--- src/include/sfx_pkg.sv ---
// Shared constants and types for the serial flash extra-command link
package sfx_pkg;
  // Opcodes and sequence bytes
  localparam logic [7:0] OP_QE_LEAD  = 8'h3D;
  localparam logic [7:0] OP_QE_KEY1  = 8'h2A;
  localparam logic [7:0] OP_QE_KEY2  = 8'h81;
  localparam logic [7:0] OP_QE_ON    = 8'h66;
  localparam logic [7:0] OP_QE_OFF   = 8'h67;
  localparam logic [7:0] OP_CFG      = 8'h3F;
  localparam logic [7:0] OP_ASI      = 8'h25;
  localparam logic [7:0] OP_RST      = 8'hF0;
  localparam logic [7:0] OP_RST_PAD  = 8'h00;
  localparam logic [7:0] OP_STAT     = 8'hD7;
  localparam logic [7:0] OP_XFER1    = 8'h53;
  localparam logic [7:0] OP_XFER2    = 8'h55;
  localparam logic [7:0] OP_CMP1     = 8'h60;
  localparam logic [7:0] OP_CMP2     = 8'h61;
  localparam logic [7:0] OP_BWR1     = 8'h58;
  localparam logic [7:0] OP_BWR2     = 8'h59;
  localparam logic [7:0] DUMMY_BYTE  = 8'h00;

  // Address framing
  localparam int         ADDR_W      = 24;
  localparam int         PAGE_W      = 15;
  localparam int         PA_LSB_264  = 9;
  localparam int         PA_LSB_256  = 8;

  // Status and configuration byte layout
  localparam int         RDY_BIT     = 7;
  localparam int         CMP_BIT     = 6;
  localparam logic [3:0] DENSITY     = 4'hD;
  localparam int         CFG_QE_BIT  = 7;
  localparam logic       QE_RESET    = 1'b0;

  // Timing
  localparam int         CLK_NS        = 25;
  localparam int         NV_PROG_NS    = 2000;
  localparam int         BUSY_CYCLES   = (NV_PROG_NS + CLK_NS - 1) / CLK_NS;
  localparam int         SCK_HALF_NS   = 50;
  localparam int         SCK_HALF      = (SCK_HALF_NS + CLK_NS - 1) / CLK_NS;
  localparam int         CS_HIGH_NS    = 50;
  localparam int         CS_HIGH       = (CS_HIGH_NS + CLK_NS - 1) / CLK_NS;

  // Host command kinds
  typedef enum logic [2:0] {
    HC_QE_ON   = 3'h0,
    HC_QE_OFF  = 3'h1,
    HC_RESET   = 3'h2,
    HC_STATUS  = 3'h3,
    HC_CFG     = 3'h4,
    HC_WAIT    = 3'h5,
    HC_PAGE_OP = 3'h6
  } sfx_cmd_t;

  // Page field from the three address bytes, per page-size mode
  function automatic logic [PAGE_W-1:0] sfx_page_of(input logic [ADDR_W-1:0] addr, input logic mode_256);
    sfx_page_of = mode_256 ? addr[PA_LSB_256 +: PAGE_W] : addr[PA_LSB_264 +: PAGE_W];
  endfunction : sfx_page_of

  function automatic logic sfx_is_page_op(input logic [7:0] op);
    sfx_is_page_op = (op == OP_XFER1) || (op == OP_XFER2) || (op == OP_CMP1) ||
                     (op == OP_CMP2) || (op == OP_BWR1) || (op == OP_BWR2);
  endfunction : sfx_is_page_op
endpackage : sfx_pkg

--- src/include/sfx_spi_if.sv ---
// SPI link between host and flash command decoder
`timescale 1ns/1ps
interface sfx_spi_if;
  logic sclk;
  logic cs_n;
  logic mosi;
  logic miso;
  logic miso_oe;
  modport dev  (input sclk, input cs_n, input mosi, output miso, output miso_oe);
  modport host (output sclk, output cs_n, output mosi, input miso, input miso_oe);
endinterface : sfx_spi_if

--- src/hw/sfx_dev.sv ---
// Flash-side decoder for quad enable, active status, soft reset and page ops
// Operation
// - Config write only changes quad enable bit
// - 3D 2A 81 66 sets quad enable
// - 3D 2A 81 67 clears quad enable
// - After 25h, output level shows ready
// - Host watches output until ready shown
// - F0 00 00 00 triggers software reset
// - 264 mode: 24 bits, page 15, byte ignored
// - 256 mode: page from A22..A8, no dummies
// - Config read only answered while ready
// - Ready flag bit 7, both status bytes
`timescale 1ns/1ps
module sfx_dev
  import sfx_pkg::*;
(
  // Clock and reset
  input  wire logic              core_clk,
  input  wire logic              sys_rst,
  // Link
  sfx_spi_if.dev                 spi,
  // Array side
  input  wire logic              page_256,
  input  wire logic              cmp_mismatch,
  output logic                   quad_io_enable_bit,
  output logic                   flash_busy,
  output logic                   op_valid,
  output logic [7:0]             op_code,
  output logic [PAGE_W-1:0]      op_page,
  output logic [7:0]             op_data,
  output logic                   op_has_data,
  output logic                   soft_reset
);

  typedef enum logic [1:0] {
    ST_IDLE = 2'b00,
    ST_OPC  = 2'b01,
    ST_BODY = 2'b11
  } sfx_dev_st_t;

  sfx_dev_st_t        st;
  logic               sclk_q;
  logic               cs_q;
  logic [2:0]         bit_cnt;
  logic [2:0]         byte_idx;
  logic               parity;
  logic [6:0]         rx_sh;
  logic [7:0]         opcode;
  logic               seq_ok;
  logic               qe_arm;
  logic               qe_val;
  logic               rst_ok;
  logic               cfg_ok;
  logic [ADDR_W-1:0]  addr;
  logic [7:0]         data;
  logic [6:0]         tx_sh;
  logic [15:0]        busy_cnt;

  wire        sclk_rise  = spi.sclk & ~sclk_q;
  wire        sclk_fall  = ~spi.sclk & sclk_q;
  wire        cs_rise    = spi.cs_n & ~cs_q;
  wire [7:0]  rx_byte    = {rx_sh, spi.mosi};
  wire        byte_done  = ~spi.cs_n & sclk_rise & (bit_cnt == 3'd7);
  wire        ready      = ~flash_busy;
  wire        in_body    = (st == ST_BODY);
  wire        asi_mode   = in_body & (opcode == OP_ASI);
  wire        read_mode  = in_body & ((opcode == OP_STAT) | ((opcode == OP_CFG) & cfg_ok));
  wire        page_op    = sfx_is_page_op(opcode);
  wire        op_ok      = cs_rise & in_body & page_op & (byte_idx >= 3'd4) & ready;
  wire        qe_go      = cs_rise & qe_arm & ready;
  wire        rst_hit    = byte_done & rst_ok & (byte_idx == 3'd3) & (rx_byte == OP_RST_PAD);
  wire        start_busy = op_ok | qe_go;
  wire [7:0]  stat1      = {ready, cmp_mismatch, DENSITY, 1'b0, page_256};
  wire [7:0]  stat2      = {ready, 7'h00};
  wire [7:0]  cfg_byte   = 8'(quad_io_enable_bit) << CFG_QE_BIT;
  wire [7:0]  out_byte   = (opcode == OP_STAT) ? (parity ? stat2 : stat1) : cfg_byte;

  wire [15:0] next_busy_cnt = rst_hit    ? 16'h0000 :
                              start_busy ? 16'(BUSY_CYCLES) :
                              (busy_cnt != 16'h0000) ? busy_cnt - 16'h0001 : 16'h0000;

  // Bit and byte framing; chip select high aborts any partial byte
  always_ff @(posedge core_clk or posedge sys_rst) begin
    if (sys_rst) begin
      sclk_q   <= 1'b0;
      cs_q     <= 1'b1;
      bit_cnt  <= 3'h0;
      byte_idx <= 3'h0;
      parity   <= 1'b0;
      rx_sh    <= 7'h00;
      st       <= ST_IDLE;
    end else begin
      sclk_q <= spi.sclk;
      cs_q   <= spi.cs_n;
      if (spi.cs_n) begin
        bit_cnt  <= 3'h0;
        byte_idx <= 3'h0;
        parity   <= 1'b0;
        st       <= ST_IDLE;
      end else if (sclk_rise) begin
        rx_sh   <= rx_byte[6:0];
        bit_cnt <= bit_cnt + 3'h1;
        if (bit_cnt == 3'd7) begin
          if (byte_idx != 3'd7) begin
            byte_idx <= byte_idx + 3'h1;
          end
          if (byte_idx != 3'd0) begin
            parity <= ~parity;
          end
          st <= ST_BODY;
        end else if (st == ST_IDLE) begin
          st <= ST_OPC;
        end
      end
    end
  end

  // Command byte decoding
  always_ff @(posedge core_clk or posedge sys_rst) begin
    if (sys_rst) begin
      opcode <= 8'h00;
      seq_ok <= 1'b0;
      qe_arm <= 1'b0;
      qe_val <= 1'b0;
      rst_ok <= 1'b0;
      cfg_ok <= 1'b0;
      addr   <= '0;
      data   <= 8'h00;
    end else if (spi.cs_n) begin
      // A frame cut short never arms the quad update
      qe_arm <= 1'b0;
      seq_ok <= 1'b0;
      rst_ok <= 1'b0;
    end else if (byte_done) begin
      case (byte_idx)
        3'd0: begin
          opcode <= rx_byte;
          seq_ok <= (rx_byte == OP_QE_LEAD);
          rst_ok <= (rx_byte == OP_RST);
          cfg_ok <= ready;
        end
        3'd1: begin
          seq_ok       <= seq_ok & (rx_byte == OP_QE_KEY1);
          rst_ok       <= rst_ok & (rx_byte == OP_RST_PAD);
          addr[23:16]  <= rx_byte;
        end
        3'd2: begin
          seq_ok       <= seq_ok & (rx_byte == OP_QE_KEY2);
          rst_ok       <= rst_ok & (rx_byte == OP_RST_PAD);
          addr[15:8]   <= rx_byte;
        end
        3'd3: begin
          qe_arm       <= seq_ok & ((rx_byte == OP_QE_ON) | (rx_byte == OP_QE_OFF));
          qe_val       <= (rx_byte == OP_QE_ON);
          rst_ok       <= 1'b0;
          addr[7:0]    <= rx_byte;
        end
        3'd4: begin
          // Extra bytes spoil the quad sequence
          qe_arm <= 1'b0;
          data   <= rx_byte;
        end
        default: begin
          qe_arm <= 1'b0;
        end
      endcase
    end
  end

  // Non-volatile bit, busy timer and array-side pulses
  always_ff @(posedge core_clk or posedge sys_rst) begin
    if (sys_rst) begin
      quad_io_enable_bit <= QE_RESET;
      busy_cnt           <= 16'h0000;
      flash_busy         <= 1'b0;
      op_valid           <= 1'b0;
      op_code            <= 8'h00;
      op_page            <= '0;
      op_data            <= 8'h00;
      op_has_data        <= 1'b0;
      soft_reset         <= 1'b0;
    end else begin
      busy_cnt   <= next_busy_cnt;
      flash_busy <= (next_busy_cnt != 16'h0000);
      soft_reset <= rst_hit;
      op_valid   <= op_ok;
      if (qe_go) begin
        quad_io_enable_bit <= qe_val;
      end
      if (op_ok) begin
        op_code     <= opcode;
        op_page     <= sfx_page_of(addr, page_256);
        op_data     <= data;
        op_has_data <= (byte_idx >= 3'd5);
      end
    end
  end

  // Serial output: status/config bytes on falling edges, ready level in interrupt mode
  always_ff @(posedge core_clk or posedge sys_rst) begin
    if (sys_rst) begin
      spi.miso    <= 1'b0;
      spi.miso_oe <= 1'b0;
      tx_sh       <= 7'h00;
    end else if (spi.cs_n) begin
      spi.miso    <= 1'b0;
      spi.miso_oe <= 1'b0;
    end else if (asi_mode) begin
      // Busy holds the line low, ready drives it high
      spi.miso    <= ready;
      spi.miso_oe <= 1'b1;
    end else if (read_mode & sclk_fall) begin
      spi.miso_oe <= 1'b1;
      if (bit_cnt == 3'd0) begin
        spi.miso <= out_byte[7];
        tx_sh    <= out_byte[6:0];
      end else begin
        spi.miso <= tx_sh[6];
        tx_sh    <= {tx_sh[5:0], 1'b0};
      end
    end
  end

endmodule : sfx_dev

--- src/flat_wrapper.sv ---
// flat-port wrapper written by rule: the top's interface ports become plain ports
module sfx_dev_flat import sfx_pkg::*;
  (core_clk, sys_rst, page_256, cmp_mismatch, quad_io_enable_bit, flash_busy, op_valid, op_code, op_page, op_data, op_has_data, soft_reset, spi_sclk, spi_cs_n, spi_mosi, spi_miso, spi_miso_oe);
  sfx_spi_if spi_i ();
  input  wire logic core_clk;
  input  wire logic sys_rst;
  input  wire logic page_256;
  input  wire logic cmp_mismatch;
  output logic quad_io_enable_bit;
  output logic flash_busy;
  output logic op_valid;
  output logic [7:0] op_code;
  output logic [PAGE_W-1:0] op_page;
  output logic [7:0] op_data;
  output logic op_has_data;
  output logic soft_reset;
  input wire logic [$bits(spi_i.sclk)-1:0] spi_sclk;
  input wire logic [$bits(spi_i.cs_n)-1:0] spi_cs_n;
  input wire logic [$bits(spi_i.mosi)-1:0] spi_mosi;
  output wire logic [$bits(spi_i.miso)-1:0] spi_miso;
  output wire logic [$bits(spi_i.miso_oe)-1:0] spi_miso_oe;
  assign spi_i.sclk = spi_sclk;
  assign spi_i.cs_n = spi_cs_n;
  assign spi_i.mosi = spi_mosi;
  assign spi_miso = spi_i.miso;
  assign spi_miso_oe = spi_i.miso_oe;
  sfx_dev u_core (.core_clk(core_clk), .sys_rst(sys_rst), .spi(spi_i), .page_256(page_256), .cmp_mismatch(cmp_mismatch), .quad_io_enable_bit(quad_io_enable_bit), .flash_busy(flash_busy), .op_valid(op_valid), .op_code(op_code), .op_page(op_page), .op_data(op_data), .op_has_data(op_has_data), .soft_reset(soft_reset));
endmodule
--- config.mk ---
export PLATFORM = sky130hd
export DESIGN_NAME = sfx_dev_flat
export DESIGN_NICKNAME = d
export VERILOG_FILES = /design/src/include/sfx_pkg.sv /design/src/include/sfx_spi_if.sv /design/src/hw/sfx_dev.sv /design/src/flat_wrapper.sv
export SDC_FILE = /design/constraint.sdc
export NUM_CORES = 1
export LEC_CHECK = 0
export BUFFER_PORTS_ARGS = -buffer_cell sky130_fd_sc_hd__buf_4
export CORE_ASPECT_RATIO = 0.6
export CORE_MARGIN = 3
export CORE_UTILIZATION = 50
export CTS_CLUSTER_DIAMETER = 80
export DETAILED_ROUTE_END_ITERATION = 8
export GPL_ROUTABILITY_DRIVEN = 0
export PLACE_DENSITY = 0.69
export SLEW_MARGIN = 20
export SYNTH_ARGS = -nofsm -noshare
export SYNTH_HDL_FRONTEND = slang
export SYNTH_SLANG_ARGS = --single-unit
--- constraint.sdc ---
create_clock -name core_clk -period 4 [get_ports core_clk]
set_clock_uncertainty 0.1 [all_clocks]
set_input_delay 0.4 -clock core_clk [delete_from_list [all_inputs] [get_ports core_clk]]
set_output_delay 0.4 -clock core_clk [all_outputs]
set_load 0.05 [all_outputs]
==> results of run 1 <==
logic make-up after synthesis:
group	after synthesis	synth area share
DFF	116	0.551
and+or+nand+nor	159	0.150
buffers and inverters	37	0.0285
muxes	71	0.147
xor gates and xnor gates	16	0.0266
adders and majority gates	11	0.0261
AOI/OAI and AO/OA	64	0.0705
Yosys cell counts, types with 2 or more instances:
master                      instances  share of area
sky130_fd_sc_hd__dfrtp_1          115           0.55
sky130_fd_sc_hd__nand3b_1           5         0.0071
sky130_fd_sc_hd__nor4b_1            2         0.0033
sky130_fd_sc_hd__clkbuf_1          20          0.014
sky130_fd_sc_hd__nand3_1            4         0.0038
sky130_fd_sc_hd__nor3_1            13          0.012
sky130_fd_sc_hd__buf_2              3         0.0028
sky130_fd_sc_hd__ha_1              11          0.026
sky130_fd_sc_hd__nor2_1            59          0.042
sky130_fd_sc_hd__or3_1              5         0.0059
sky130_fd_sc_hd__nand4_1            9          0.011
sky130_fd_sc_hd__and3_1             4         0.0047
sky130_fd_sc_hd__nand2b_1           3         0.0036
sky130_fd_sc_hd__xor2_1             8          0.013
sky130_fd_sc_hd__mux2i_1           18          0.034
sky130_fd_sc_hd__o21ai_0           15          0.014
sky130_fd_sc_hd__or4_1              3         0.0043
sky130_fd_sc_hd__o21ai_2            3         0.0050
sky130_fd_sc_hd__nand2_1           31          0.022
sky130_fd_sc_hd__inv_1             12         0.0085
sky130_fd_sc_hd__nor2b_1            6         0.0071
sky130_fd_sc_hd__xnor2_1            8          0.013
sky130_fd_sc_hd__nor4bb_1           2         0.0038
sky130_fd_sc_hd__mux2_2            53           0.11
sky130_fd_sc_hd__nor4_1             6         0.0071
sky130_fd_sc_hd__a2111oi_0          2         0.0033
sky130_fd_sc_hd__a21oi_1           29          0.028
sky130_fd_sc_hd__o31ai_1            2         0.0028
sky130_fd_sc_hd__o21ai_1            4         0.0038
through the flow:
step / setup WS (ns) / util
global route: 0.621 / 0.626
CTS: 0.944 / 0.626
floorplan: 0.429 / -
detailed placement: 1.02 / 0.567
finish: 0.956 / 0.626
global placement: 1.17 / 0.567
critical path: cells and delay by family (launching register included):
family / cells / cell delay, ns
simple gates: 5 / 1.86
fa+ha+maj: 2 / 0.36
compound gates: 1 / 0.20
flops: 1 / 0.38
power groups by stage:
stage / Combinational [µW] / Sequential (µW) / Clock [µW]
after detailed placement: 114 / 1340 / 0
after CTS: 115 / 1320 / 1540
after global placement: 110 / 1340 / 0
final: 113 / 1320 / 1520
after floorplan: 144 / 1250 / 0
after global routing: 126 / 1330 / 1610
layer usage:
layer / track usage / up-vias
met5: 0 / -
met4: 0.0619 / 0
met3: 0.0618 / 10
met2: 0.307 / 122
met1: 0.281 / 1853
li1: - / 1760
layout make-up:
type | instances | area [µm²] | area share
inverter | 12 | 47.5 | 0.00755
tap | 135 | 169 | 0.0268
clock inverter | 10 | 130 | 0.0207
sequential | 116 | 2900 | 0.461
timing repair buffer | 48 | 360 | 0.0572
multi-input combinational | 321 | 2220 | 0.353
clock buffer | 22 | 464 | 0.0737
registers in the layout, indices dropped and copies added, names as in the netlist, 3 cells and up:
| register | cells |
|---|---|
| u_core.byte_idx | 3 |
| u_core.rx_sh | 7 |
| u_core.addr | 16 |
| u_core.busy_cnt | 16 |
| u_core.op_code | 8 |
| u_core.op_data | 8 |
| u_core.data | 8 |
| u_core.bit_cnt | 3 |
| u_core.tx_sh | 7 |
| u_core.opcode | 8 |
| u_core.op_page | 15 |
worst max path at each step:
stage | from | endpoint | depth (start not counted)
detailed placement | u_core.bit_cnt[0] | u_core.busy_cnt[7] | 8
finish | u_core.bit_cnt[0] | u_core.busy_cnt[15] | 8
CTS | u_core.bit_cnt[0] | u_core.busy_cnt[15] | 8
global placement | u_core.bit_cnt[0] | u_core.busy_cnt[10] | 8
global route | u_core.bit_cnt[0] | u_core.busy_cnt[15] | 8
floorplan | sys_rst | u_core.addr[10] | 1
==> report_table.html, run 1 <==
<table>
<tr><th>Metric</th><th>Value</th></tr>
<tr><th colspan="2">Power</th></tr>
<tr><td>Leakage</td><td>0.00291 µW</td></tr>
<tr><td>Switching component of the power</td><td>684 µW</td></tr>
<tr><td>Worst voltage drop across the vdd grid</td><td>0.298 mV</td></tr>
<tr><td>Post-route total power</td><td>2950 µW</td></tr>
<tr><td>Sw frac</td><td>0.232</td></tr>
<tr><td>Fraction of power consumed by the clock network</td><td>0.514</td></tr>
<tr><td>Part of the total power dissipated in combinational logic</td><td>0.038</td></tr>
<tr><td>Pwr dens</td><td>469 nW/µm²</td></tr>
<tr><td>Sequential Power Share</td><td>0.448</td></tr>
<tr><td>Internal power consumption</td><td>2270 µW</td></tr>
<tr><th colspan="2">Synth</th></tr>
<tr><td>Number of synthesized register bits</td><td>116</td></tr>
<tr><td>Area of the mapped netlist</td><td>5270 µm²</td></tr>
<tr><td>Syn avg cell area</td><td>11.1 µm²</td></tr>
<tr><td>Async set-or-reset flop fraction in the synthesized netlist</td><td>1.00</td></tr>
<tr><td>Cells after Synth</td><td>474</td></tr>
<tr><td>Sequential element share of the synthesized area</td><td>0.551</td></tr>
<tr><td>Yosys warning total</td><td>0</td></tr>
<tr><td>Count of cell types in the netlist</td><td>48</td></tr>
<tr><td>Number of nets in the synthesized netlist</td><td>492</td></tr>
<tr><td>Most instantiated flip-flop cell in the synthesis netlist</td><td>sky130_fd_sc_hd__dfrtp_1</td></tr>
<tr><td>Number of flops mapped to enable cells by yosys</td><td>0</td></tr>
<tr><th colspan="2">Detailed routing</th></tr>
<tr><td>DRT met1 WL</td><td>5.33 mm</td></tr>
<tr><td>Via density per instance</td><td>5.64</td></tr>
<tr><td>Met3 routed WL</td><td>695 µm</td></tr>
<tr><td>Final WL</td><td>11.1 mm</td></tr>
<tr><td>Routed Antenna Nets</td><td>0</td></tr>
<tr><td>Number of remaining DRC errors</td><td>0</td></tr>
<tr><td>Routed wire length per instance</td><td>16.8 µm</td></tr>
<tr><td>Highest metal used</td><td>met4</td></tr>
<tr><td>Vias after detailed routing</td><td>3,745</td></tr>
<tr><td>Detailed route wirelength on metal2</td><td>4.98 mm</td></tr>
<tr><td>Iteration-0 DRC count of the detailed router</td><td>258</td></tr>
<tr><td>First-pass DRT Iterations</td><td>5</td></tr>
<tr><th colspan="2">Placement</th></tr>
<tr><td>IO buf count</td><td>44</td></tr>
<tr><td>Detailed placement HPWL</td><td>7.37 mm</td></tr>
<tr><td>DP Area</td><td>5700 µm²</td></tr>
<tr><td>Cell total after placement</td><td>632</td></tr>
<tr><th colspan="2">STA</th></tr>
<tr><td>Highest achievable clock rate</td><td>328 MHz</td></tr>
<tr><td>Final worst path period need</td><td>3.04 ns</td></tr>
<tr><td>Worst hold slack</td><td>0.00256 ns</td></tr>
<tr><td>Number of max-slew violations in the final report</td><td>0</td></tr>
<tr><td>Final Setup Violations</td><td>0</td></tr>
<tr><td>Least-Margin Pin Slew</td><td>0.859 ns</td></tr>
<tr><td>Total Neg Setup Slack</td><td>0 ns</td></tr>
<tr><td>Final number of hold-violating endpoints</td><td>0</td></tr>
<tr><td>Period Utilization, post-route</td><td>0.761</td></tr>
<tr><td>Unrepaired setup endpoints after global routing</td><td>no</td></tr>
<tr><td>Max_slew headroom</td><td>0.419</td></tr>
<tr><th colspan="2">Clocking</th></tr>
<tr><td>Cells resized by post-CTS repair</td><td>0</td></tr>
<tr><td>Clock buffer count from CTS</td><td>17</td></tr>
<tr><td>Sinks on Clock Net</td><td>116</td></tr>
<tr><td>Clk root buf</td><td>sky130_fd_sc_hd__clkbuf_16</td></tr>
<tr><td>Skew-Pair Late Insertion Delay</td><td>0.41 ns</td></tr>
<tr><td>Clock-pin transition on the worst setup and hold timing paths</td><td>0.05 ns</td></tr>
<tr><td>Number of buffers on the longest clock path</td><td>2</td></tr>
<tr><td>Post-CTS setup-driven buffer insertion count</td><td>0</td></tr>
<tr><td>Number of hold-repair buffers added at the cts stage</td><td>0</td></tr>
<tr><td>H-Tree Level Count</td><td>4</td></tr>
<tr><td>Clock tree from TritonCTS</td><td>yes</td></tr>
<tr><th colspan="2">Layout</th></tr>
<tr><td>Final Net Count</td><td>534</td></tr>
<tr><td>Most common cell after layout, fill and taps aside</td><td>sky130_fd_sc_hd__dfrtp_1</td></tr>
<tr><td>Layout Cell Area excl Fill</td><td>6300 µm²</td></tr>
<tr><td>Share of final-layout standard cells stronger than drive strength 1</td><td>0.268</td></tr>
<tr><td>Leading cell types in the layout, fill and taps excluded</td><td>sky130_fd_sc_hd__dfrtp_1 (115), sky130_fd_sc_hd__nor2_1 (59), sky130_fd_sc_hd__mux2_2 (53)</td></tr>
<tr><td>Antenna fix cells</td><td>0</td></tr>
<tr><td>Relative area change from synthesis to final layout</td><td>19.5%</td></tr>
<tr><td>Layout filler cell count</td><td>807</td></tr>
<tr><td>Non-filler instance count after layout</td><td>664</td></tr>
<tr><th colspan="2">Setup path</th></tr>
<tr><td>Crit path max-delay cell type</td><td>sky130_fd_sc_hd__nor4bb_1</td></tr>
<tr><td>Cell-by-cell listing of the critical path</td><td>ha_1 &gt; ha_1 &gt; nor4bb_1 &gt; nand2_1 &gt; nor3_1 &gt; a31o_2 &gt; or3_1 &gt; nor2b_1</td></tr>
<tr><td>Critical path class</td><td>flip-flop to flip-flop</td></tr>
<tr><td>Most frequent cell on the critical path</td><td>sky130_fd_sc_hd__ha_1</td></tr>
<tr><td>Required time of the critical path</td><td>4.16 ns</td></tr>
<tr><td>Slowest cell delay on critical path</td><td>0.77 ns</td></tr>
<tr><td>Endpoint of the worst register-to-register path</td><td>u_core.busy_cnt[15]</td></tr>
<tr><td>Worst-path maximum fanout</td><td>14</td></tr>
<tr><td>CP Launch Type</td><td>flip-flop</td></tr>
<tr><td>Crit end category</td><td>flip-flop</td></tr>
<tr><td>Start of the worst register-to-register path</td><td>u_core.bit_cnt[0]</td></tr>
<tr><td>Cells on worst reg2reg path</td><td>8</td></tr>
<tr><td>Arrival time at the worst endpoint</td><td>3.20 ns</td></tr>
<tr><td>Setup slack of the most critical reg-to-reg path</td><td>0.96 ns</td></tr>
<tr><th colspan="2">Floorplanning</th></tr>
<tr><td>Die Width</td><td>139 µm</td></tr>
<tr><td>Row Count</td><td>28</td></tr>
<tr><td>Floorplan die area</td><td>11,900 µm²</td></tr>
<tr><td>Core box area</td><td>10,100 µm²</td></tr>
<tr><td>I/O Pins</td><td>45</td></tr>
<tr><td>Die Span Y</td><td>85.5 µm</td></tr>
<tr><td>Initial core utilization</td><td>0.524</td></tr>
<tr><th colspan="2">GRT</th></tr>
<tr><td>Tot GR Track Use</td><td>0.201</td></tr>
<tr><td>Congestion Overflow GR</td><td>0</td></tr>
<tr><td>Number of antenna violations at the first check in global routing</td><td>0</td></tr>
<tr><td>Pin count of the biggest net entering global routing</td><td>57</td></tr>
<tr><td>Global-route wire length before repair</td><td>19.0 mm</td></tr>
<tr><td>Vias in the first global route</td><td>3,726</td></tr>
<tr><th colspan="2">Status</th></tr>
<tr><td>Outcome</td><td>completed</td></tr>
<tr><th colspan="2">Run</th></tr>
<tr><td># Max-Cap Violations</td><td>0</td></tr>
<tr><th colspan="2">Hold path</th></tr>
<tr><td>Hold/Removal Path Class</td><td>input pin to async pin</td></tr>
</table>
Power figures use the tool's default switching activity.
==> run 2: changes to the inputs <==
--- a/config.mk
+++ b/config.mk
@@ -12,7 +12,7 @@
 export CTS_CLUSTER_DIAMETER = 80
 export DETAILED_ROUTE_END_ITERATION = 8
 export GPL_ROUTABILITY_DRIVEN = 0
-export PLACE_DENSITY = 0.69
+export PLACE_DENSITY = 0.71
 export SLEW_MARGIN = 20
 export SYNTH_ARGS = -nofsm -noshare
 export SYNTH_HDL_FRONTEND = slang
==> constraint.sdc (replaced) <==
create_clock -name core_clk -period 2.72 [get_ports core_clk]
set_clock_uncertainty 0.1 [all_clocks]
set_input_delay 0.272 -clock core_clk [delete_from_list [all_inputs] [get_ports core_clk]]
set_output_delay 0.272 -clock core_clk [all_outputs]
set_load 0.05 [all_outputs]
==> run 2 against run 1 <==
  * Via count grew 1.9%
  * Count of clock-buffer cells in the layout grew 1
  * Cell area rose by 2.4%
==> report_table.html, run 2 (synthesis gave the netlist of run 1 again) <==
<table>
<tr><th>Metric</th><th>Value</th></tr>
<tr><th colspan="2">STA</th></tr>
<tr><td>Number of max-slew violations in the final report</td><td>0 (unchanged)</td></tr>
<tr><td>Final worst path period need</td><td>2.42 ns (-0.622 ns)</td></tr>
<tr><td>Highest achievable clock rate</td><td>413 MHz (+26%)</td></tr>
<tr><td>Least-Margin Pin Slew</td><td>0.754 ns (-0.106 ns)</td></tr>
<tr><td>Max_slew headroom</td><td>0.496 (+0.0771)</td></tr>
<tr><td>Final Setup Violations</td><td>0 (unchanged)</td></tr>
<tr><td>Unrepaired setup endpoints after global routing</td><td>no</td></tr>
<tr><td>Period Utilization, post-route</td><td>0.891 (+0.129)</td></tr>
<tr><td>Final number of hold-violating endpoints</td><td>0 (unchanged)</td></tr>
<tr><td>Total Neg Setup Slack</td><td>0 ns (unchanged)</td></tr>
<tr><th colspan="2">Detailed routing</th></tr>
<tr><td>Final WL</td><td>11.8 mm (+5.6%)</td></tr>
<tr><td>Iteration-0 DRC count of the detailed router</td><td>327 (+27%)</td></tr>
<tr><td>Vias after detailed routing</td><td>3,818 (+1.9%)</td></tr>
<tr><td>Via density per instance</td><td>5.64 (about the same)</td></tr>
<tr><td>Routed Antenna Nets</td><td>0 (unchanged)</td></tr>
<tr><td>Routed wire length per instance</td><td>17.4 µm (+3.6%)</td></tr>
<tr><td>Number of remaining DRC errors</td><td>0 (unchanged)</td></tr>
<tr><td>First-pass DRT Iterations</td><td>5 (unchanged)</td></tr>
<tr><th colspan="2">Layout</th></tr>
<tr><td>Relative area change from synthesis to final layout</td><td>22.4%</td></tr>
<tr><td>Area occupied by registers</td><td>2900 µm² (unchanged)</td></tr>
<tr><td>Top Registers</td><td>u_core.addr (16), u_core.busy_cnt (16), u_core.op_page (15)</td></tr>
<tr><td>Combined area of the multi-input logic cells</td><td>2230 µm² (+0.23%)</td></tr>
<tr><td>Leading cell types in the layout, fill and taps excluded</td><td>sky130_fd_sc_hd__dfrtp_1 (115), sky130_fd_sc_hd__nor2_1 (59), sky130_fd_sc_hd__buf_4 (57)</td></tr>
<tr><td>Share of final-layout standard cells stronger than drive strength 1</td><td>0.286 (+0.0175)</td></tr>
<tr><td>Most common cell after layout, fill and taps aside</td><td>sky130_fd_sc_hd__dfrtp_1</td></tr>
<tr><td>Antenna fix cells</td><td>0 (unchanged)</td></tr>
<tr><td>Layout filler cell count</td><td>769 (-4.7%)</td></tr>
<tr><td>Final Net Count</td><td>547 (+2.4%)</td></tr>
<tr><th colspan="2">GRT</th></tr>
<tr><td>Pin count of the biggest net entering global routing</td><td>66 (+16%)</td></tr>
<tr><td>Vias in the first global route</td><td>3,891 (+4.4%)</td></tr>
<tr><td>Global-route wire length before repair</td><td>20.2 mm (+6.1%)</td></tr>
<tr><td>Tot GR Track Use</td><td>0.216 (+0.0143)</td></tr>
<tr><td>Number of antenna violations at the first check in global routing</td><td>0 (unchanged)</td></tr>
<tr><td>Congestion Overflow GR</td><td>0 (unchanged)</td></tr>
<tr><th colspan="2">Setup path</th></tr>
<tr><td>Crit end category</td><td>flip-flop</td></tr>
<tr><td>Worst-path maximum fanout</td><td>14 (unchanged)</td></tr>
<tr><td>Worst path top cell family by delay</td><td>simple AND/OR/NAND/NOR gates</td></tr>
<tr><td>Slowest cell delay on critical path</td><td>0.44 ns (-0.33 ns)</td></tr>
<tr><td>CP Launch Type</td><td>flip-flop</td></tr>
<tr><td>Arrival time at the worst endpoint</td><td>2.61 ns (-0.59 ns)</td></tr>
<tr><td>Most frequent cell on the critical path</td><td>sky130_fd_sc_hd__ha_1</td></tr>
<tr><td>Combined buffer and inverter count along the critical path</td><td>0 (unchanged)</td></tr>
<tr><td>Crit path max-delay cell type</td><td>sky130_fd_sc_hd__nor4bb_1</td></tr>
<tr><td>Start of the worst register-to-register path</td><td>u_core.bit_cnt[0]</td></tr>
<tr><td>Origin of the worst setup path</td><td>u_core.bit_cnt[0]</td></tr>
<tr><td>Cell-by-cell listing of the critical path</td><td>ha_1 &gt; ha_1 &gt; nor4bb_1 &gt; nand2_1 &gt; nor3_1 &gt; a31o_2 &gt; or3_4 &gt; nor2b_1</td></tr>
<tr><td>Critical path class</td><td>flip-flop to flip-flop</td></tr>
<tr><td>Required time of the critical path</td><td>2.90 ns (-1.26 ns)</td></tr>
<tr><th colspan="2">Clocking</th></tr>
<tr><td>Skew-Pair Late Insertion Delay</td><td>0.41 ns (about the same)</td></tr>
<tr><td>Clk root buf</td><td>sky130_fd_sc_hd__clkbuf_16</td></tr>
<tr><td>Clock buffer count from CTS</td><td>17 (unchanged)</td></tr>
<tr><td>Clock-pin transition on the worst setup and hold timing paths</td><td>0.05 ns (about the same)</td></tr>
<tr><td>Clock tree from TritonCTS</td><td>yes</td></tr>
<tr><td>Sinks on Clock Net</td><td>116 (unchanged)</td></tr>
<tr><td>Number of buffers on the longest clock path</td><td>2 (unchanged)</td></tr>
<tr><td>H-Tree Level Count</td><td>4 (unchanged)</td></tr>
<tr><th colspan="2">Floorplanning</th></tr>
<tr><td>Die Span Y</td><td>85.5 µm (unchanged)</td></tr>
<tr><td>Die Width</td><td>139 µm (unchanged)</td></tr>
<tr><td>Floorplan die area</td><td>11,900 µm² (unchanged)</td></tr>
<tr><td>I/O Pins</td><td>45 (unchanged)</td></tr>
<tr><td>Initial core utilization</td><td>0.524 (unchanged)</td></tr>
<tr><td>Row Count</td><td>28 (unchanged)</td></tr>
<tr><td>Core box area</td><td>10,100 µm² (unchanged)</td></tr>
<tr><th colspan="2">Power</th></tr>
<tr><td>Fraction of power consumed by the clock network</td><td>0.511 (-0.003)</td></tr>
<tr><td>Post-route total power</td><td>4470 µW (+52%)</td></tr>
<tr><td>Pwr dens</td><td>693 nW/µm² (+48%)</td></tr>
<tr><td>Sequential Power Share</td><td>0.409 (-0.039)</td></tr>
<tr><td>Leakage</td><td>0.00299 µW (+2.6%)</td></tr>
<tr><td>Worst voltage drop across the vdd grid</td><td>0.525 mV (+76%)</td></tr>
<tr><td>Part of the total power dissipated in combinational logic</td><td>0.080 (+0.042)</td></tr>
<tr><td>Switching component of the power</td><td>1030 µW (+51%)</td></tr>
<tr><td>Sw frac</td><td>0.231 (-0.000952)</td></tr>
<tr><td>Internal power consumption</td><td>3440 µW (+52%)</td></tr>
<tr><th colspan="2">Hold path</th></tr>
<tr><td>Hold/Removal Path Class</td><td>input pin to flip-flop</td></tr>
<tr><td>Hold path start</td><td>cmp_mismatch</td></tr>
<tr><th colspan="2">Placement</th></tr>
<tr><td>IO buf count</td><td>44 (unchanged)</td></tr>
<tr><td>Detailed placement HPWL</td><td>7.78 mm (+5.6%)</td></tr>
<tr><th colspan="2">Status</th></tr>
<tr><td>Outcome</td><td>completed</td></tr>
<tr><th colspan="2">Run</th></tr>
<tr><td># Max-Cap Violations</td><td>0 (unchanged)</td></tr>
</table>
-- run 2: worst paths after layout --
check,end,slack (ns),cells past startpoint
setup reg to reg,u_core.busy_cnt[15],0.30,8
hold / removal,u_core.tx_sh[6],0.05,3
min in group asynchronous,u_core.op_code[6],0.45,3
max in group asynchronous,u_core.cs_q,1.29,4
setup / recovery,u_core.busy_cnt[15],0.30,8
hold reg to reg,u_core.tx_sh[0],0.38,2
-- run 2: what timing repair did --
action | 4_1_cts | 5_1_grt
buffers inserted | 0 | 0
setup endpoints to repair | 0 | 14
hold endpoints to repair | 32 | 0
hold buffers | 2 | 0
gates resized for setup | 0 | 1
-- run 2: stage by stage --
stage	cell area [µm²]	cells	util	hold slack (ns)	setup WS [ns]
after floorplan	5280	474	-	0.176	0.464
after global placement	5810	643	0.578	0.324	0.278
after detailed placement	5810	643	0.578	0.323	0.104
after CTS	6440	677	0.641	0.0335	0.0905
after global routing	6450	677	0.641	0.0519	0.164
final	6450	677	0.641	0.0494	0.298
-- run 2: final cells by class --
| cell class | instances | share of cell area |
|---|---|---|
| Sequential cell | 116 | 0.450 |
| Tap cell | 135 | 0.0262 |
| Inverter | 12 | 0.00757 |
| Multi-Input combinational cell | 321 | 0.345 |
| Timing Repair Buffer | 61 | 0.0757 |
| Clock buffer | 23 | 0.0757 |
| Clock inverter | 9 | 0.0194 |
-- run 2: per-layer routing --
| layer | up-vias | global-route usage | part of all wire |
|---|---|---|---|
| met5 | - | 0 | 0 |
| met4 | 0 | 0.0556 | 0.0092 |
| met3 | 16 | 0.0719 | 0.064 |
| met2 | 136 | 0.328 | 0.46 |
| met1 | 1890 | 0.302 | 0.47 |
| li1 | 1776 | - | - |
-- run 2: tightest hold or removal path, stage by stage --
cell	delay, ns
sky130_fd_sc_hd__buf_4	0.08
sky130_fd_sc_hd__a22oi_1	0.06
sky130_fd_sc_hd__o21ai_1	0.11
-- run 2: power groups by stage --
stage / Sequential (µW) / Combinational, µW / Clock [µW]
after floorplan: 1830 / 212 / 0
after global placement: 1850 / 340 / 0
after detailed placement: 1860 / 351 / 0
after CTS: 1830 / 354 / 2320
after global routing: 1840 / 386 / 2410
final: 1830 / 357 / 2290
==> run 3: changes to the inputs <==
--- a/config.mk
+++ b/config.mk
@@ -5,9 +5,10 @@
 export SDC_FILE = /design/constraint.sdc
 export NUM_CORES = 1
 export LEC_CHECK = 0
+export ABC_AREA = 1
 export BUFFER_PORTS_ARGS = -buffer_cell sky130_fd_sc_hd__buf_4
 export CORE_ASPECT_RATIO = 0.6
-export CORE_MARGIN = 3
+export CORE_MARGIN = 2
 export CORE_UTILIZATION = 50
 export CTS_CLUSTER_DIAMETER = 80
 export DETAILED_ROUTE_END_ITERATION = 8
==> run 3 against run 2 <==
  * Global-route usage is 2.2 points higher
  * Via count is 19% higher
  * Register-to-register slack improved by 0.17 ns
  * First-iteration DRC count is 72% higher
  * Synthesized cell count is 36% higher
  * Sequential power decreased by 2%
  * Non-clock buffer count decreased by 8
  * Combinational power shrank 49%
  * Sequential share of layout area decreased by 0.36 points
  * Routed wire length up 8.0%
  * Critical path type unchanged
==> report_table.html, run 3 <==
<table>
<tr><th>Metric</th><th>Value</th></tr>
<tr><th colspan="2">GRT</th></tr>
<tr><td>Busiest metal layer after global routing</td><td>met1</td></tr>
<tr><td>Met1 Usage GRT</td><td>0.352 (+0.0493)</td></tr>
<tr><td>Number of antenna violations at the first check in global routing</td><td>0 (unchanged)</td></tr>
<tr><td>Global-route track usage on met2</td><td>0.340 (+0.0119)</td></tr>
<tr><td>Global-route wire length before repair</td><td>21.9 mm (+8.4%)</td></tr>
<tr><td>Global-route met3 utilization</td><td>0.0724 (+0.000581)</td></tr>
<tr><td>Vias in the first global route</td><td>4,387 (+13%)</td></tr>
<tr><td>Congestion Overflow GR</td><td>0 (unchanged)</td></tr>
<tr><td>Tot GR Track Use</td><td>0.238 (+0.0219)</td></tr>
<tr><td>Pin count of the biggest net entering global routing</td><td>34 (-48%)</td></tr>
<tr><th colspan="2">Synth</th></tr>
<tr><td>Cells after Synth</td><td>646 (+36%)</td></tr>
<tr><td>Number of synthesized register bits</td><td>116 (unchanged)</td></tr>
<tr><td>Number of nets in the synthesized netlist</td><td>664 (+35%)</td></tr>
<tr><td>Most instantiated flip-flop cell in the synthesis netlist</td><td>sky130_fd_sc_hd__dfrtp_1</td></tr>
<tr><td>Main combinational cell family by area after synthesis</td><td>simple AND/OR/NAND/NOR gates</td></tr>
<tr><td>Top-area cell type share of the netlist area</td><td>0.534 (-0.0119)</td></tr>
<tr><td>Sequential element share of the synthesized area</td><td>0.539 (-0.0120)</td></tr>
<tr><td>Leading post-synthesis cells by cell area</td><td>sky130_fd_sc_hd__dfrtp_1 (53%), sky130_fd_sc_hd__nand2_1 (12%), sky130_fd_sc_hd__o21ai_0 (6.5%)</td></tr>
<tr><td>Number of flops mapped to enable cells by yosys</td><td>0 (unchanged)</td></tr>
<tr><td>Yosys top cell by area</td><td>sky130_fd_sc_hd__dfrtp_1</td></tr>
<tr><td>Simple-Gate Fraction of Synth Area</td><td>0.242 (+0.0917)</td></tr>
<tr><td>Area of the mapped netlist</td><td>5390 µm² (+2.2%)</td></tr>
<tr><td>Synthesized-area fraction occupied by xor and xnor cells</td><td>0.0179 (-0.00871)</td></tr>
<tr><td>Commonest cells in the synthesized netlist</td><td>sky130_fd_sc_hd__nand2_1 (179), sky130_fd_sc_hd__dfrtp_1 (115), sky130_fd_sc_hd__nor2_1 (77)</td></tr>
<tr><td>Count of cell types in the netlist</td><td>36 (-25%)</td></tr>
<tr><td>Async set-or-reset flop fraction in the synthesized netlist</td><td>1.00 (unchanged)</td></tr>
<tr><td>Synth Area in Adders</td><td>0.0255 (-0.000570)</td></tr>
<tr><td>Multiplexer share of the synthesized area</td><td>0 (-0.147)</td></tr>
<tr><td>Yosys warning total</td><td>0 (unchanged)</td></tr>
<tr><td>Most numerous cell in the Yosys netlist</td><td>sky130_fd_sc_hd__nand2_1</td></tr>
<tr><td>Fraction of the mapped netlist area in compound gates</td><td>0.110 (+0.0393)</td></tr>
<tr><td>Syn avg cell area</td><td>8.34 µm² (-25%)</td></tr>
<tr><th colspan="2">Setup path</th></tr>
<tr><td>Endpoint of the worst register-to-register path</td><td>u_core.flash_busy</td></tr>
<tr><td>Worst path top cell family by delay</td><td>simple AND/OR/NAND/NOR gates</td></tr>
<tr><td>Crit path max-delay cell type</td><td>sky130_fd_sc_hd__dfrtp_1</td></tr>
<tr><td>CP Launch Type</td><td>flip-flop</td></tr>
<tr><td>Arrival time at the worst endpoint</td><td>2.44 ns (-0.17 ns)</td></tr>
<tr><td>Cell-by-cell listing of the critical path</td><td>inv_1 &gt; ha_1 &gt; nand4_1 &gt; nor2_1 &gt; nand2_1 &gt; nand2_2 &gt; inv_2 &gt; nand3_4 &gt; nor2_1 &gt; nor2_1 &gt; nand2_1 &gt; nor2_1 &gt; nand2_1</td></tr>
<tr><td>Critical path class</td><td>flip-flop to flip-flop</td></tr>
<tr><td>Setup slack of the most critical reg-to-reg path</td><td>0.47 ns (+0.17 ns)</td></tr>
<tr><td>Required time of the critical path</td><td>2.92 ns (+0.02 ns)</td></tr>
<tr><td>Combined buffer and inverter count along the critical path</td><td>2 (+2)</td></tr>
<tr><td>Slowest cell delay on critical path</td><td>0.46 ns (+0.02 ns)</td></tr>
<tr><td>Count of cell instances traversed by the critical path</td><td>13 (+5)</td></tr>
<tr><td>Worst-path maximum fanout</td><td>10 (-4)</td></tr>
<tr><td>Most frequent cell on the critical path</td><td>sky130_fd_sc_hd__nor2_1</td></tr>
<tr><td>Cells on worst reg2reg path</td><td>13 (+5)</td></tr>
<tr><td>Origin of the worst setup path</td><td>u_core.byte_idx[2]</td></tr>
<tr><td>Crit end category</td><td>flip-flop</td></tr>
<tr><td>Start of the worst register-to-register path</td><td>u_core.byte_idx[2]</td></tr>
<tr><th colspan="2">Hold path</th></tr>
<tr><td>Hold path start</td><td>spi_mosi</td></tr>
<tr><td>Cell count of the worst hold path</td><td>3 (unchanged)</td></tr>
<tr><td>Endpoint of the worst hold-timing path</td><td>u_core.rx_sh[0]</td></tr>
<tr><td>Hold/Removal Path Class</td><td>input pin to flip-flop</td></tr>
<tr><th colspan="2">Detailed routing</th></tr>
<tr><td>Routed wire length per instance</td><td>14.9 µm (-14%)</td></tr>
<tr><td>Routed Antenna Nets</td><td>0 (unchanged)</td></tr>
<tr><td>Iteration-0 DRC count of the detailed router</td><td>562 (+72%)</td></tr>
<tr><td>Via density per instance</td><td>5.31 (-5.8%)</td></tr>
<tr><td>Vias after detailed routing</td><td>4,539 (+19%)</td></tr>
<tr><td>First-pass DRT Iterations</td><td>5 (unchanged)</td></tr>
<tr><td>Final WL</td><td>12.7 mm (+8.0%)</td></tr>
<tr><td>Number of remaining DRC errors</td><td>0 (unchanged)</td></tr>
<tr><th colspan="2">Layout</th></tr>
<tr><td>Final Net Count</td><td>720 (+32%)</td></tr>
<tr><td>Layout Cell Area excl Fill</td><td>6500 µm² (+0.81%)</td></tr>
<tr><td>Layout filler cell count</td><td>922 (+20%)</td></tr>
<tr><td>Relative area change from synthesis to final layout</td><td>20.7%</td></tr>
<tr><td>Leading cell types in the layout, fill and taps excluded</td><td>sky130_fd_sc_hd__nand2_1 (179), sky130_fd_sc_hd__dfrtp_1 (115), sky130_fd_sc_hd__nor2_1 (77)</td></tr>
<tr><td>Share of final-layout standard cells stronger than drive strength 1</td><td>0.143 (-0.143)</td></tr>
<tr><td>Most common cell after layout, fill and taps aside</td><td>sky130_fd_sc_hd__nand2_1</td></tr>
<tr><td>Non-filler instance count after layout</td><td>854 (+26%)</td></tr>
<tr><td>Antenna fix cells</td><td>0 (unchanged)</td></tr>
<tr><td>Top Registers</td><td>u_core.addr (16), u_core.busy_cnt (16), u_core.op_page (15)</td></tr>
<tr><td>Combined area of the multi-input logic cells</td><td>2130 µm² (-4.4%)</td></tr>
<tr><td>Area occupied by registers</td><td>2900 µm² (unchanged)</td></tr>
<tr><th colspan="2">Floorplanning</th></tr>
<tr><td>I/O Pins</td><td>45 (unchanged)</td></tr>
<tr><td>Die Span Y</td><td>84.4 µm (-1.3%)</td></tr>
<tr><td>Initial core utilization</td><td>0.512 (-0.0121)</td></tr>
<tr><td>Floorplan die area</td><td>11,700 µm² (-1.7%)</td></tr>
<tr><td>Core box area</td><td>10,500 µm² (+4.7%)</td></tr>
<tr><td>Row Count</td><td>29 (+3.6%)</td></tr>
<tr><td>Die Width</td><td>138 µm (-0.38%)</td></tr>
<tr><th colspan="2">Placement</th></tr>
<tr><td>DP Area</td><td>5880 µm² (+1.2%)</td></tr>
<tr><td>IO buf count</td><td>44 (unchanged)</td></tr>
<tr><td>Detailed placement HPWL</td><td>9.17 mm (+18%)</td></tr>
<tr><td>Cell total after placement</td><td>819 (+27%)</td></tr>
<tr><th colspan="2">Clocking</th></tr>
<tr><td>Clock-pin transition on the worst setup and hold timing paths</td><td>0.05 ns (about the same)</td></tr>
<tr><td>Clk root buf</td><td>sky130_fd_sc_hd__clkbuf_16</td></tr>
<tr><td>Clock tree from TritonCTS</td><td>yes</td></tr>
<tr><td>Clock buffer count from CTS</td><td>17 (unchanged)</td></tr>
<tr><td>Sinks on Clock Net</td><td>116 (unchanged)</td></tr>
<tr><td>Skew-Pair Late Insertion Delay</td><td>0.41 ns (about the same)</td></tr>
<tr><td>Number of buffers on the longest clock path</td><td>2 (unchanged)</td></tr>
<tr><td>H-Tree Level Count</td><td>4 (unchanged)</td></tr>
<tr><td>Post-CTS setup-driven buffer insertion count</td><td>0 (unchanged)</td></tr>
<tr><th colspan="2">STA</th></tr>
<tr><td>Final number of hold-violating endpoints</td><td>0 (unchanged)</td></tr>
<tr><td>Unrepaired setup endpoints after global routing</td><td>no</td></tr>
<tr><td>Highest achievable clock rate</td><td>445 MHz (+7.7%)</td></tr>
<tr><td>Total Neg Setup Slack</td><td>0 ns (unchanged)</td></tr>
<tr><td>Final worst path period need</td><td>2.25 ns (-0.173 ns)</td></tr>
<tr><td>Final Setup Violations</td><td>0 (unchanged)</td></tr>
<tr><td>Period Utilization, post-route</td><td>0.827 (-0.0637)</td></tr>
<tr><td>Max_slew headroom</td><td>0.503 (+0.00665)</td></tr>
<tr><td>Least-Margin Pin Slew</td><td>0.744 ns (-0.00995 ns)</td></tr>
<tr><td>Number of max-slew violations in the final report</td><td>0 (unchanged)</td></tr>
<tr><th colspan="2">Power</th></tr>
<tr><td>Leakage</td><td>0.00334 µW (+12%)</td></tr>
<tr><td>Worst voltage drop across the vdd grid</td><td>0.448 mV (-15%)</td></tr>
<tr><td>Pwr dens</td><td>645 nW/µm² (-6.9%)</td></tr>
<tr><th colspan="2">Run</th></tr>
<tr><td># Max-Cap Violations</td><td>0 (unchanged)</td></tr>
<tr><th colspan="2">Status</th></tr>
<tr><td>Outcome</td><td>completed</td></tr>
</table>
## run 3: changes by cell type in the layout (fill, tap and decap cells not counted), sizes merged, moves of 21 or more
cell	before	now
nand3	4	25
a21oi	29	7
o21ai	22	73
nand2	31	183
nor2	59	81
inv	11	74
mux2	53	0
## run 3: how the worst max path moves through the flow
stage                        end  slack (ns)
2_1_floorplan  u_core.flash_busy        0.83
3_3_place_gp   u_core.flash_busy        0.64
3_5_place_dp   u_core.flash_busy        0.54
4_1_cts        u_core.flash_busy        0.52
5_1_grt        u_core.flash_busy        0.22
6_report       u_core.flash_busy        0.47
## run 3: worst register-to-register path, cell delays in order (launching register included)
cell and delay, ns:
sky130_fd_sc_hd__dfrtp_1 0.46, sky130_fd_sc_hd__inv_1 0.18, sky130_fd_sc_hd__ha_1 0.23, sky130_fd_sc_hd__nand4_1 0.10, sky130_fd_sc_hd__nor2_1 0.16, sky130_fd_sc_hd__nand2_1 0.12, sky130_fd_sc_hd__nand2_2 0.16, sky130_fd_sc_hd__inv_2 0.11
sky130_fd_sc_hd__nand3_4 0.13, sky130_fd_sc_hd__nor2_1 0.08, sky130_fd_sc_hd__nor2_1 0.10, sky130_fd_sc_hd__nand2_1 0.07, sky130_fd_sc_hd__nor2_1 0.10, sky130_fd_sc_hd__nand2_1 0.06
## run 3: cells by family after synthesis
kind of cell,Yosys count
fa+ha+maj,11
buf+inv,91
compound gates,108
flops,116
xor+xnor,11
simple gates,309
## run 3: layer usage
metal / wire length, µm / vias up / part of all wire
met1: 6370 / 2172 / 0.50
met4: 178 / 0 / 0.014
met5: 0 / - / 0
met2: 5280 / 157 / 0.42
met3: 857 / 24 / 0.068
li1: - / 2186 / -
## run 3: cell type report
| cell class | count | share of cell area |
|---|---|---|
| clock inverters | 11 | 0.0204 |
| inverters | 75 | 0.0439 |
| multi-input cells | 439 | 0.327 |
| clock buffers | 21 | 0.0708 |
| repair buffers | 53 | 0.0643 |
| well taps | 139 | 0.0267 |
| flip-flops and latches | 116 | 0.447 |
## run 3: where the power goes
group          leakage, µW  internal, µW  switching (µW)
clock             0.000296          1470             753
combinational      0.00148          39.7             142
sequential         0.00157          1750            31.0
total              0.00334          3270             926
## run 3: what timing repair did
item | 4_1_cts | 5_1_grt
endpoints found under the hold margin | 31 | 0
setup endpoints to repair | 0 | 0
hold buffers | 3 | 0
resized for setup | 0 | 0
## run 3: through the flow
step           hold slack, ns  power, µW   util  worst slack, ns
2_1_floorplan           0.176       1910      -            0.831
3_3_place_gp            0.327       1980  0.559            0.638
3_5_place_dp            0.328       1990  0.559            0.539
4_1_cts                0.0106       4230  0.618            0.521
5_1_grt                0.0448       4340  0.618            0.216
6_report               0.0293       4190  0.618            0.471
